[src/mdl_pkg.sv]
/*
 Shared constants, types and helpers for the multilane deskew receiver.
 Assumes every lane frame, the sync pulse and the read port share one frame clock.
*/
package mdl_pkg;
   // -----------------------------------------------------------------
   // Link geometry
   // -----------------------------------------------------------------
   localparam int NUM_LANES = 4;
   localparam int FRAME_W = 16;
   localparam int DATA_W = 14;
   localparam int LFSR_W = 17;
   localparam int FIFO_DEPTH = 8;
   localparam int CNT_W = 16;
   localparam int DISP_BIT = 15;
   localparam int FIFO_AW = $clog2(FIFO_DEPTH);
   localparam int OUT_W = NUM_LANES * DATA_W;

   // -----------------------------------------------------------------
   // Alignment words
   // -----------------------------------------------------------------
   localparam logic [FRAME_W-1:0] ALIGN_WORD_HI = 16'hFF00;
   localparam logic [FRAME_W-1:0] ALIGN_WORD_LO = 16'h00FF;
   localparam logic [2*FRAME_W-1:0] COMMA_A = 32'hFF0000FF;
   localparam logic [2*FRAME_W-1:0] COMMA_B = 32'h00FFFF00;
   localparam logic [CNT_W-1:0] CNT_ONE = 16'h0001;
   localparam logic [CNT_W-1:0] CNT_ZERO = 16'h0000;

   // -----------------------------------------------------------------
   // Lane alignment states
   // -----------------------------------------------------------------
   typedef enum logic [1:0] {
      MDL_HUNT = 2'b00,
      MDL_ALIGN = 2'b01,
      MDL_PRBS2 = 2'b10,
      MDL_RUN = 2'b11
   } mdl_lane_state_e;

   // One 14-bit step of the x^17 + x^3 + 1 generator
   function automatic logic [LFSR_W-1:0] mdl_lfsr_step(input logic [LFSR_W-1:0] s);
      logic [LFSR_W-1:0] n;
      n = '0;
      for (int k = 0; k < LFSR_W; k++)
      begin
         if (k < 3)
            n[k] = s[k+DATA_W];
         else
            n[k] = s[k-3] ^ s[k];
      end
      return n;
   endfunction : mdl_lfsr_step
endpackage : mdl_pkg

[src/mdl_deskew.sv]
/*
 Multilane deskew receiver with deterministic-latency release.
 Assumes lane frames, the sync pulse it sends and the read port all run on the
 frame clock clk, synchronous with the converter master clock.
*/
// How it works
// - Each lane writes decoded data once the comma-to-PRBS change is seen.
// - Reading starts only after every lane has aligned, all lanes together.
// - Deskew buffer per lane is a FIFO; single clock here.
// - Frames align on either comma word, then the descrambler seeds and decodes.
// - Non-deterministic mode releases once every lane FIFO holds a word or every lane has aligned.
// - Sync pulse starts the counter and rearms every lane.
// - Deterministic mode holds data until the counter hits its end value.
// - Training captures the count when all FIFOs first hold a word.
// - End value is captured count plus margin, loaded before normal mode.
// - Counter, read port and sync generation share the frame clock.
// - Without the counter, release on all FIFOs filled or all lanes aligned.
module mdl_deskew
   import mdl_pkg::*;
(
   input wire logic clk,
   input wire logic rst_b,
   input wire logic ce,
   input wire logic sync_req,
   input wire logic det_mode,
   input wire logic train_mode,
   input wire logic [CNT_W-1:0] end_value,
   input wire logic [NUM_LANES*FRAME_W-1:0] lane_frames,
   input wire logic [NUM_LANES-1:0] lane_valid,
   input wire logic out_ready,
   output logic converter_trigger_input,
   output logic lanes_ready,
   output logic released,
   output logic [CNT_W-1:0] captured_count,
   output logic captured,
   output logic [NUM_LANES-1:0] fifo_space,
   output logic out_valid,
   output logic [OUT_W-1:0] out_data
);
   logic [NUM_LANES-1:0] found, dec_valid, f_in_ready, f_valid;
   logic [DATA_W-1:0] dec_data [NUM_LANES];
   logic [DATA_W-1:0] f_data [NUM_LANES];
   logic [OUT_W-1:0] f_cat;
   logic sync_fire, all_have, rd_all, take;
   logic req_d, next_req_d;
   logic running, next_running;
   logic [CNT_W-1:0] cnt, next_cnt;
   logic next_trig, next_lanes_ready, next_released, next_captured;
   logic [CNT_W-1:0] next_captured_count;
   logic [NUM_LANES-1:0] next_fifo_space;
   logic next_out_valid;
   logic [OUT_W-1:0] next_out_data;

   // -----------------------------------------------------------------
   // Lanes and deskew FIFOs
   // -----------------------------------------------------------------
   for (genvar i = 0; i < NUM_LANES; i++)
   begin : g_lane
      mdl_lane u_lane (
         .clk(clk),
         .rst_b(rst_b),
         .ce(ce),
         .rearm(sync_fire),
         .frame_in(lane_frames[i*FRAME_W +: FRAME_W]),
         .frame_valid(lane_valid[i]),
         .found(found[i]),
         .dec_data(dec_data[i]),
         .dec_valid(dec_valid[i])
      );

      // Decoded words land here; a full FIFO drops words and shows in fifo_space
      mdl_fifo #(
         .WIDTH(DATA_W),
         .DEPTH(FIFO_DEPTH)
      ) u_fifo (
         .clk(clk),
         .rst_b(rst_b),
         .ce(ce),
         .flush(sync_fire),
         .in_valid(dec_valid[i]),
         .in_ready(f_in_ready[i]),
         .in_data(dec_data[i]),
         .out_valid(f_valid[i]),
         .out_ready(rd_all),
         .out_data(f_data[i])
      );

      assign f_cat[i*DATA_W +: DATA_W] = f_data[i];
   end

   // -----------------------------------------------------------------
   // Sync, counter, release and output stage
   // -----------------------------------------------------------------
   always_comb
   begin
      sync_fire = sync_req && !req_d && ce;
      all_have = &f_valid;
      take = !out_valid || out_ready;
      // Every lane pops in the same cycle so alignment is kept
      rd_all = released && lanes_ready && all_have && take && ce && !sync_fire;
      next_req_d = sync_req;
      next_trig = sync_fire;
      next_running = running;
      next_cnt = cnt;
      next_released = released;
      next_captured = captured;
      next_captured_count = captured_count;
      next_lanes_ready = &found && !sync_fire;
      next_fifo_space = f_in_ready;
      next_out_valid = out_valid;
      next_out_data = out_data;
      if (sync_fire)
      begin
         next_running = 1'b1;
         next_cnt = CNT_ZERO;
         next_released = 1'b0;
         next_captured = 1'b0;
         next_out_valid = 1'b0;
      end
      else
      begin
         if (running && ce)
            next_cnt = cnt + CNT_ONE;
         if (train_mode && running && !captured && all_have)
         begin
            next_captured = 1'b1;
            next_captured_count = cnt;
         end
         if (det_mode)
         begin
            // End value comes from training plus a margin set by software
            if (running && cnt == end_value)
               next_released = 1'b1;
         end
         else if (all_have || lanes_ready)
            next_released = 1'b1;
         if (rd_all)
         begin
            next_out_valid = 1'b1;
            next_out_data = f_cat;
         end
         else if (out_ready)
            next_out_valid = 1'b0;
      end
   end

   always_ff @(posedge clk or negedge rst_b)
   begin
      if (!rst_b)
      begin
         req_d <= 1'b0;
         converter_trigger_input <= 1'b0;
         running <= 1'b0;
         cnt <= CNT_ZERO;
         released <= 1'b0;
         captured <= 1'b0;
         captured_count <= CNT_ZERO;
         lanes_ready <= 1'b0;
         fifo_space <= '0;
         out_valid <= 1'b0;
         out_data <= '0;
      end
      else if (ce)
      begin
         req_d <= next_req_d;
         converter_trigger_input <= next_trig;
         running <= next_running;
         cnt <= next_cnt;
         released <= next_released;
         captured <= next_captured;
         captured_count <= next_captured_count;
         lanes_ready <= next_lanes_ready;
         fifo_space <= next_fifo_space;
         out_valid <= next_out_valid;
         out_data <= next_out_data;
      end
   end

   for (genvar i = 0; i < NUM_LANES; i++)
   begin : g_chk

   end
endmodule : mdl_deskew

[src/mdl_fifo.sv]
/*
 Synchronous deskew FIFO with valid/ready on both sides.
 Assumes writer and reader share clk; ce freezes all state.
*/
module mdl_fifo
   import mdl_pkg::*;
#(
   parameter int WIDTH = DATA_W,
   parameter int DEPTH = FIFO_DEPTH
)
(
   input wire logic clk,
   input wire logic rst_b,
   input wire logic ce,
   input wire logic flush,
   input wire logic in_valid,
   output logic in_ready,
   input wire logic [WIDTH-1:0] in_data,
   output logic out_valid,
   input wire logic out_ready,
   output logic [WIDTH-1:0] out_data
);
   localparam int AW = $clog2(DEPTH);
   localparam logic [AW:0] DEPTH_C = (AW+1)'(DEPTH);
   localparam logic [AW-1:0] LAST = (AW)'(DEPTH - 1);

   logic [WIDTH-1:0] mem [DEPTH];
   logic [AW-1:0] wptr, next_wptr, rptr, next_rptr;
   logic [AW:0] count, next_count;
   logic wr, rd;

   assign in_ready = (count != DEPTH_C);
   assign out_valid = (count != '0);
   assign out_data = mem[rptr];

   // -----------------------------------------------------------------
   // Pointer update
   // -----------------------------------------------------------------
   always_comb
   begin
      wr = in_valid && in_ready && ce;
      rd = out_valid && out_ready && ce;
      next_wptr = wr ? ((wptr == LAST) ? '0 : wptr + 1'b1) : wptr;
      next_rptr = rd ? ((rptr == LAST) ? '0 : rptr + 1'b1) : rptr;
      next_count = count;
      if (wr && !rd)
         next_count = count + 1'b1;
      else if (rd && !wr)
         next_count = count - 1'b1;
      // Flush wins over any push or pop so no stale word outlives a resync
      if (flush && ce)
      begin
         next_wptr = '0;
         next_rptr = '0;
         next_count = '0;
      end
   end

   always_ff @(posedge clk or negedge rst_b)
   begin
      if (!rst_b)
      begin
         wptr <= '0;
         rptr <= '0;
         count <= '0;
      end
      else
      begin
         wptr <= next_wptr;
         rptr <= next_rptr;
         count <= next_count;
      end
   end

   // Storage carries no reset; only the pointers qualify it
   always_ff @(posedge clk)
   begin
      if (wr)
         mem[wptr] <= in_data;
   end
endmodule : mdl_fifo

[src/mdl_lane.sv]
/*
 One lane: frame alignment, PRBS seeding, disparity undo and descrambling.
 Assumes lane frames arrive word-aligned on clk; rearm comes with each sync pulse.
*/
module mdl_lane
   import mdl_pkg::*;
(
   input wire logic clk,
   input wire logic rst_b,
   input wire logic ce,
   input wire logic rearm,
   input wire logic [FRAME_W-1:0] frame_in,
   input wire logic frame_valid,
   output logic found,
   output logic [DATA_W-1:0] dec_data,
   output logic dec_valid
);
   mdl_lane_state_e state, next_state;
   logic [FRAME_W-1:0] prev, next_prev;
   logic [LFSR_W-1:0] lfsr, next_lfsr;
   logic [DATA_W-1:0] first, next_first;
   logic [DATA_W-1:0] next_dec_data;
   logic next_found, next_dec_valid;
   logic [FRAME_W-1:0] undone;
   logic is_align, comma;
   logic [LFSR_W-1:0] seed;

   // -----------------------------------------------------------------
   // Alignment and decode
   // -----------------------------------------------------------------
   always_comb
   begin
      undone = frame_in;
      if (frame_in[DISP_BIT])
         undone[DISP_BIT-1:0] = ~frame_in[DISP_BIT-1:0];
      is_align = (frame_in == ALIGN_WORD_HI) || (frame_in == ALIGN_WORD_LO);
      comma = ({prev, frame_in} == COMMA_A) || ({prev, frame_in} == COMMA_B);
      seed = {undone[2:0], first};
      next_state = state;
      next_prev = prev;
      next_lfsr = lfsr;
      next_first = first;
      next_found = found;
      next_dec_data = dec_data;
      next_dec_valid = 1'b0;
      if (rearm)
      begin
         next_state = MDL_HUNT;
         next_found = 1'b0;
      end
      else if (frame_valid)
      begin
         next_prev = frame_in;
         case (state)
            MDL_HUNT:
               if (comma)
                  next_state = MDL_ALIGN;
            MDL_ALIGN:
               if (!is_align)
               begin
                  // First PRBS frame after the comma run
                  next_first = undone[DATA_W-1:0];
                  next_state = MDL_PRBS2;
               end
            MDL_PRBS2:
            begin
               // Second frame fixes the top three seed bits
               next_lfsr = mdl_lfsr_step(mdl_lfsr_step(seed));
               next_found = 1'b1;
               next_state = MDL_RUN;
            end
            MDL_RUN:
            begin
               next_dec_data = undone[DATA_W-1:0] ^ lfsr[DATA_W-1:0];
               next_dec_valid = 1'b1;
               next_lfsr = mdl_lfsr_step(lfsr);
            end
            default:
               next_state = MDL_HUNT;
         endcase
      end
   end

   always_ff @(posedge clk or negedge rst_b)
   begin
      if (!rst_b)
      begin
         state <= MDL_HUNT;
         prev <= '0;
         lfsr <= '0;
         first <= '0;
         found <= 1'b0;
         dec_data <= '0;
         dec_valid <= 1'b0;
      end
      else if (ce)
      begin
         state <= next_state;
         prev <= next_prev;
         lfsr <= next_lfsr;
         first <= next_first;
         found <= next_found;
         dec_data <= next_dec_data;
         dec_valid <= next_dec_valid;
      end
   end
endmodule : mdl_lane

[config.mk]
export PLATFORM = sky130hd
export DESIGN_NAME = mdl_deskew
export DESIGN_NICKNAME = d
export VERILOG_FILES = /design/src/mdl_pkg.sv /design/src/mdl_deskew.sv /design/src/mdl_fifo.sv /design/src/mdl_lane.sv
export SDC_FILE = /design/constraint.sdc
export NUM_CORES = 1
export LEC_CHECK = 0
export ABC_AREA = 1
export BUFFER_PORTS_ARGS = -buffer_cell sky130_fd_sc_hd__buf_2
export CELL_PAD_IN_SITES_DETAIL_PLACEMENT = 1
export CELL_PAD_IN_SITES_GLOBAL_PLACEMENT = 2
export CORE_MARGIN = 1.5
export CORE_UTILIZATION = 36
export DETAILED_ROUTE_END_ITERATION = 6
export GPL_TIMING_DRIVEN = 0
export PLACE_DENSITY_LB_ADDON = 0.1
export SLEW_MARGIN = 20
export SYNTH_ARGS = -nofsm -noshare
export SYNTH_HDL_FRONTEND = slang
export SYNTH_SLANG_ARGS = --single-unit
[constraint.sdc]
create_clock -name clk -period 2.4 [get_ports clk]
set_clock_uncertainty 0.15 [all_clocks]
set_input_delay 0.24 -clock clk [delete_from_list [all_inputs] [get_ports clk]]
set_output_delay 0.24 -clock clk [all_outputs]
set_load 0.02 [all_outputs]
==> flow_summary.toml <==
[global_routing]
grt_max_degree = 90
grt_usage_pct = 22.9
grt_antenna_before_repair = 0
grt_overflow = 0
grt_pass1_vias = 30100
grt_first_pass_wirelength_um = 187000

[detailed_routing]
drc = 0
first_pass_iters = 5
drt_iter0_drc = 1567
drt-vias-per-instance = 5.02
wire_per_inst_um = 21.5
vias = 28700
wl_um = 123000
ant_nets = 0

[cells_and_area]
layout_commonest_cell = "nand2_1"
n_fill_cell = 11800
multi_input_area_um2 = 13200
final_cell_mix = "758 x nand2_1, 523 x o21ai_0, 485 x nor2_1"
area_delta_synth_final_pct = 21.0
drive_gt1_share_pct = 13.7
seq_area_um2 = 23400
nNetsFinal = 4380

[timing]
slew-limit-headroom_pct = 27.7
hold_slack_ns = 0.0495
maxSlewViolCount = 0
final-hold-violation-count = 0
fin_crit_ns = 2.40
fmaxAchievable_ghz = 0.417
period_share_pct = 100
tightest_slew_ns = 1.09
final.setup.tns_ns = 0
rsz0062_at_grt = "yes"
setup_viol_count_final = 0

[synthesis]
yosysWarnings = 0
syn_area_per_cell_um2 = 9.92
synth_top_cell_by_area = "edfxtp_1"
ys_types = 54
ys_seq_elements = 847
syn_area_um2 = 38000
yosysSeqAreaShare_pct = 61.7
syn-num-nets = 3972
syn_inst = 3832
synth.top_cells.by_area = "edfxtp_1 35%, dfrtp_1 26%, nand2_1 7.5%"
synth_top_area_share_pct = 35.4

[placed_design]
port_buffers = 166
hpwl_um = 86400
place.gp.congestion = 0.785

[pwr]
p_leak_nw = 19.2
clkPwrFrac_pct = 37.2
p_sw_share_pct = 29.3
switching_power_mw = 12.1
ir_worst_vdd_v = 0.000495
seqPwrFrac_pct = 48.0
p_int_mw = 29.3
power_density_nw_per_um2 = 902
combinationalPowerShare_pct = 14.7

[cts]
htree_levels = 3
cts_max_path_buffers = 3
clkSinkCount = 847
clk_pin_slew_worst_paths_ns = 0.07
cts_buffers = 97
cts_tree = "done"
clkLatencyLatePin_ns = 0.67
cts_root_buf = "clkbuf_16"

[setup_path]
r2r_start = "g_lane[3].u_fifo.count[1]"
cp_max_fo = 5
endpoint = "g_lane[0].u_fifo.count[3]"
crit_path_start_kind = "flop"
r2r-end = "g_lane[0].u_fifo.count[3]"
r2r_setup_slack_ns = 0.001
slowest_stage = "dfrtp_1"
critPathLaunch = "g_lane[3].u_fifo.count[1]"
endpoint_kind = "flop"
max_stage_delay_ns = 0.40
reg2reg_depth = 14
cp_cell_sequence = "inv_1 -> nand4_1 -> nand2_1 -> nor2_4 -> nand2_4 -> buf_12 -> buf_12 -> ha_4 -> inv_4 -> ha_4 -> a21oi_2 -> nand2_1 -> xnor2_1 -> o22ai_1"
required_ns = 2.80
worstPathArrival_ns = 2.80
worst-setup-path-type = "reg -> reg"

[run]
maxCapViolations = 0

[die]
core_um2 = 105000
start_util_pct = 36.2
io-pin-count = 172
die_w_um = 328
fp.dieH_um = 328
rows = 119
die_area_um2 = 108000

[outcome]
status = "complete, no violations"

[worst_hold_path]
min_path_type = "in -> reg"
## worst min-delay path by stage
| stage | from | slack, ns | cells after the start | endpoint |
|---|---|---|---|---|
| 2_1_floorplan | rst_b | -0.21 | 0 | captured |
| 3_3_place_gp | fifo_space[0] | 0.31 | 1 | fifo_space[0] |
| 3_5_place_dp | rst_b | -0.01 | 1 | out_data[32] |
| 4_1_cts | ce | 0.08 | 4 | g_lane[2].u_fifo.wptr[1] |
| 5_1_grt | ce | 0.05 | 4 | g_lane[2].u_fifo.wptr[1] |
| 6_report | ce | 0.05 | 4 | g_lane[2].u_fifo.wptr[1] |
## flip-flops by register name, summed over array words and instances (netlist names), 16 cells and up
| register | cells |
|---|---|
| g_lane.u_lane.prev | 64 |
| g_lane.u_lane.lfsr | 68 |
| captured_count | 16 |
| g_lane.u_fifo.count | 16 |
| g_lane.u_fifo.mem | 448 |
| g_lane.u_lane.first | 56 |
| g_lane.u_lane.dec_data | 56 |
| cnt | 16 |
| out_data | 56 |
## synth_stat cells (all sizes together)
| master | count |
|---|---|
| o31ai | 5 |
| nand2 | 767 |
| nand3 | 75 |
| fa | 4 |
| o211ai | 5 |
| buf | 68 |
| o211a | 1 |
| and2 | 3 |
| a2bb2oi | 1 |
| inv | 264 |
| nand3b | 2 |
| a21o | 1 |
| nor3 | 23 |
| edfxtp | 448 |
| o221ai | 1 |
| o22ai | 119 |
| o22a | 11 |
| dfrtp | 399 |
| nor2 | 532 |
| nand4 | 47 |
| o2bb2ai | 1 |
| a22oi | 3 |
| a31oi | 8 |
| o21a | 2 |
| nor4 | 1 |
| clkbuf | 101 |
| xor2 | 76 |
| xnor2 | 97 |
| o21ai | 634 |
| nor3b | 1 |
| ha | 45 |
| o311ai | 11 |
| or2 | 6 |
| clkinv | 1 |
| a21oi | 69 |
## cells by family after synthesis
kind of cell             share of synthesized area, %
XOR/XNOR                                         3.99
buffers and inverters                            4.64
AND/OR/NAND/NOR                                  15.7
flip-flops                                       61.7
AO/OA/AOI/OAI                                    12.4
adder cells (fa/ha/maj)                          1.69
## through the flow
stage | cells | power, mW | cell area (um2) | worst slack (ns) | util, %
2_1_floorplan | 3832 | 23.4 | 38100 | 0.0299 | -
5_1_grt | 5715 | 43.6 | 46000 | -0.141 | 43.8
4_1_cts | 5691 | 41.9 | 45600 | -0.165 | 43.4
3_3_place_gp | 5389 | 25.9 | 40600 | -9.19 | 38.7
6_report | 5719 | 41.5 | 46000 | 0.000978 | 43.8
3_5_place_dp | 5414 | 26.1 | 41100 | -0.505 | 39.2
## power groups by stage
stage / clock network (mW) / logic, mW / registers, mW
floorplan: 0 / 4.16 / 19.3
global placement: 0 / 5.66 / 20.2
detailed placement: 0 / 5.82 / 20.3
CTS: 15.8 / 6.03 / 20.0
global route: 16.4 / 7.04 / 20.2
finish: 15.4 / 6.10 / 19.9
## critical path, delay by kind of cell, from the launching register on
| family | cells | cell delay [ns] |
|---|---|---|
| AO/OA/AOI/OAI | 2 | 0.25 |
| XOR/XNOR | 1 | 0.17 |
| adder cells (fa/ha/maj) | 2 | 0.37 |
| buffers and inverters | 4 | 0.45 |
| flip-flops | 1 | 0.40 |
| AND/OR/NAND/NOR | 5 | 0.50 |
## area by class of cell
| cell class | count | area share, % |
|---|---|---|
| Buffer | 168 | 1.75 |
| Tap cell | 1391 | 3.78 |
| Timing Repair Buffer | 310 | 5.31 |
| Clock inverter | 54 | 1.39 |
| Sequential cell | 847 | 51.0 |
| Clock buffer | 129 | 5.85 |
| Inverter | 265 | 2.21 |
| Multi-Input combinational cell | 2551 | 28.7 |
| Antenna cell | 4 | 0.0218 |
## metal layers
layer | track usage, % | vias to the layer above | wire [um]
li1 | - | 13800 | -
met1 | 31.4 | 14400 | 56700
met2 | 38.4 | 414 | 59600
met3 | 3.04 | 135 | 4200
met4 | 5.18 | 0 | 2200
met5 | 0 | - | 0
## timing repair
item / in CTS / in global routing
hold endpoints to repair: 317 / 0
setup buffers: 13 / 24
cloned: 0 / 1
resized for setup: 40 / 68
hold buffers: 81 / 0
pin swaps: 11 / 23
endpoints found under the setup margin: 251 / 307
(Power assumes the default switching activity.)
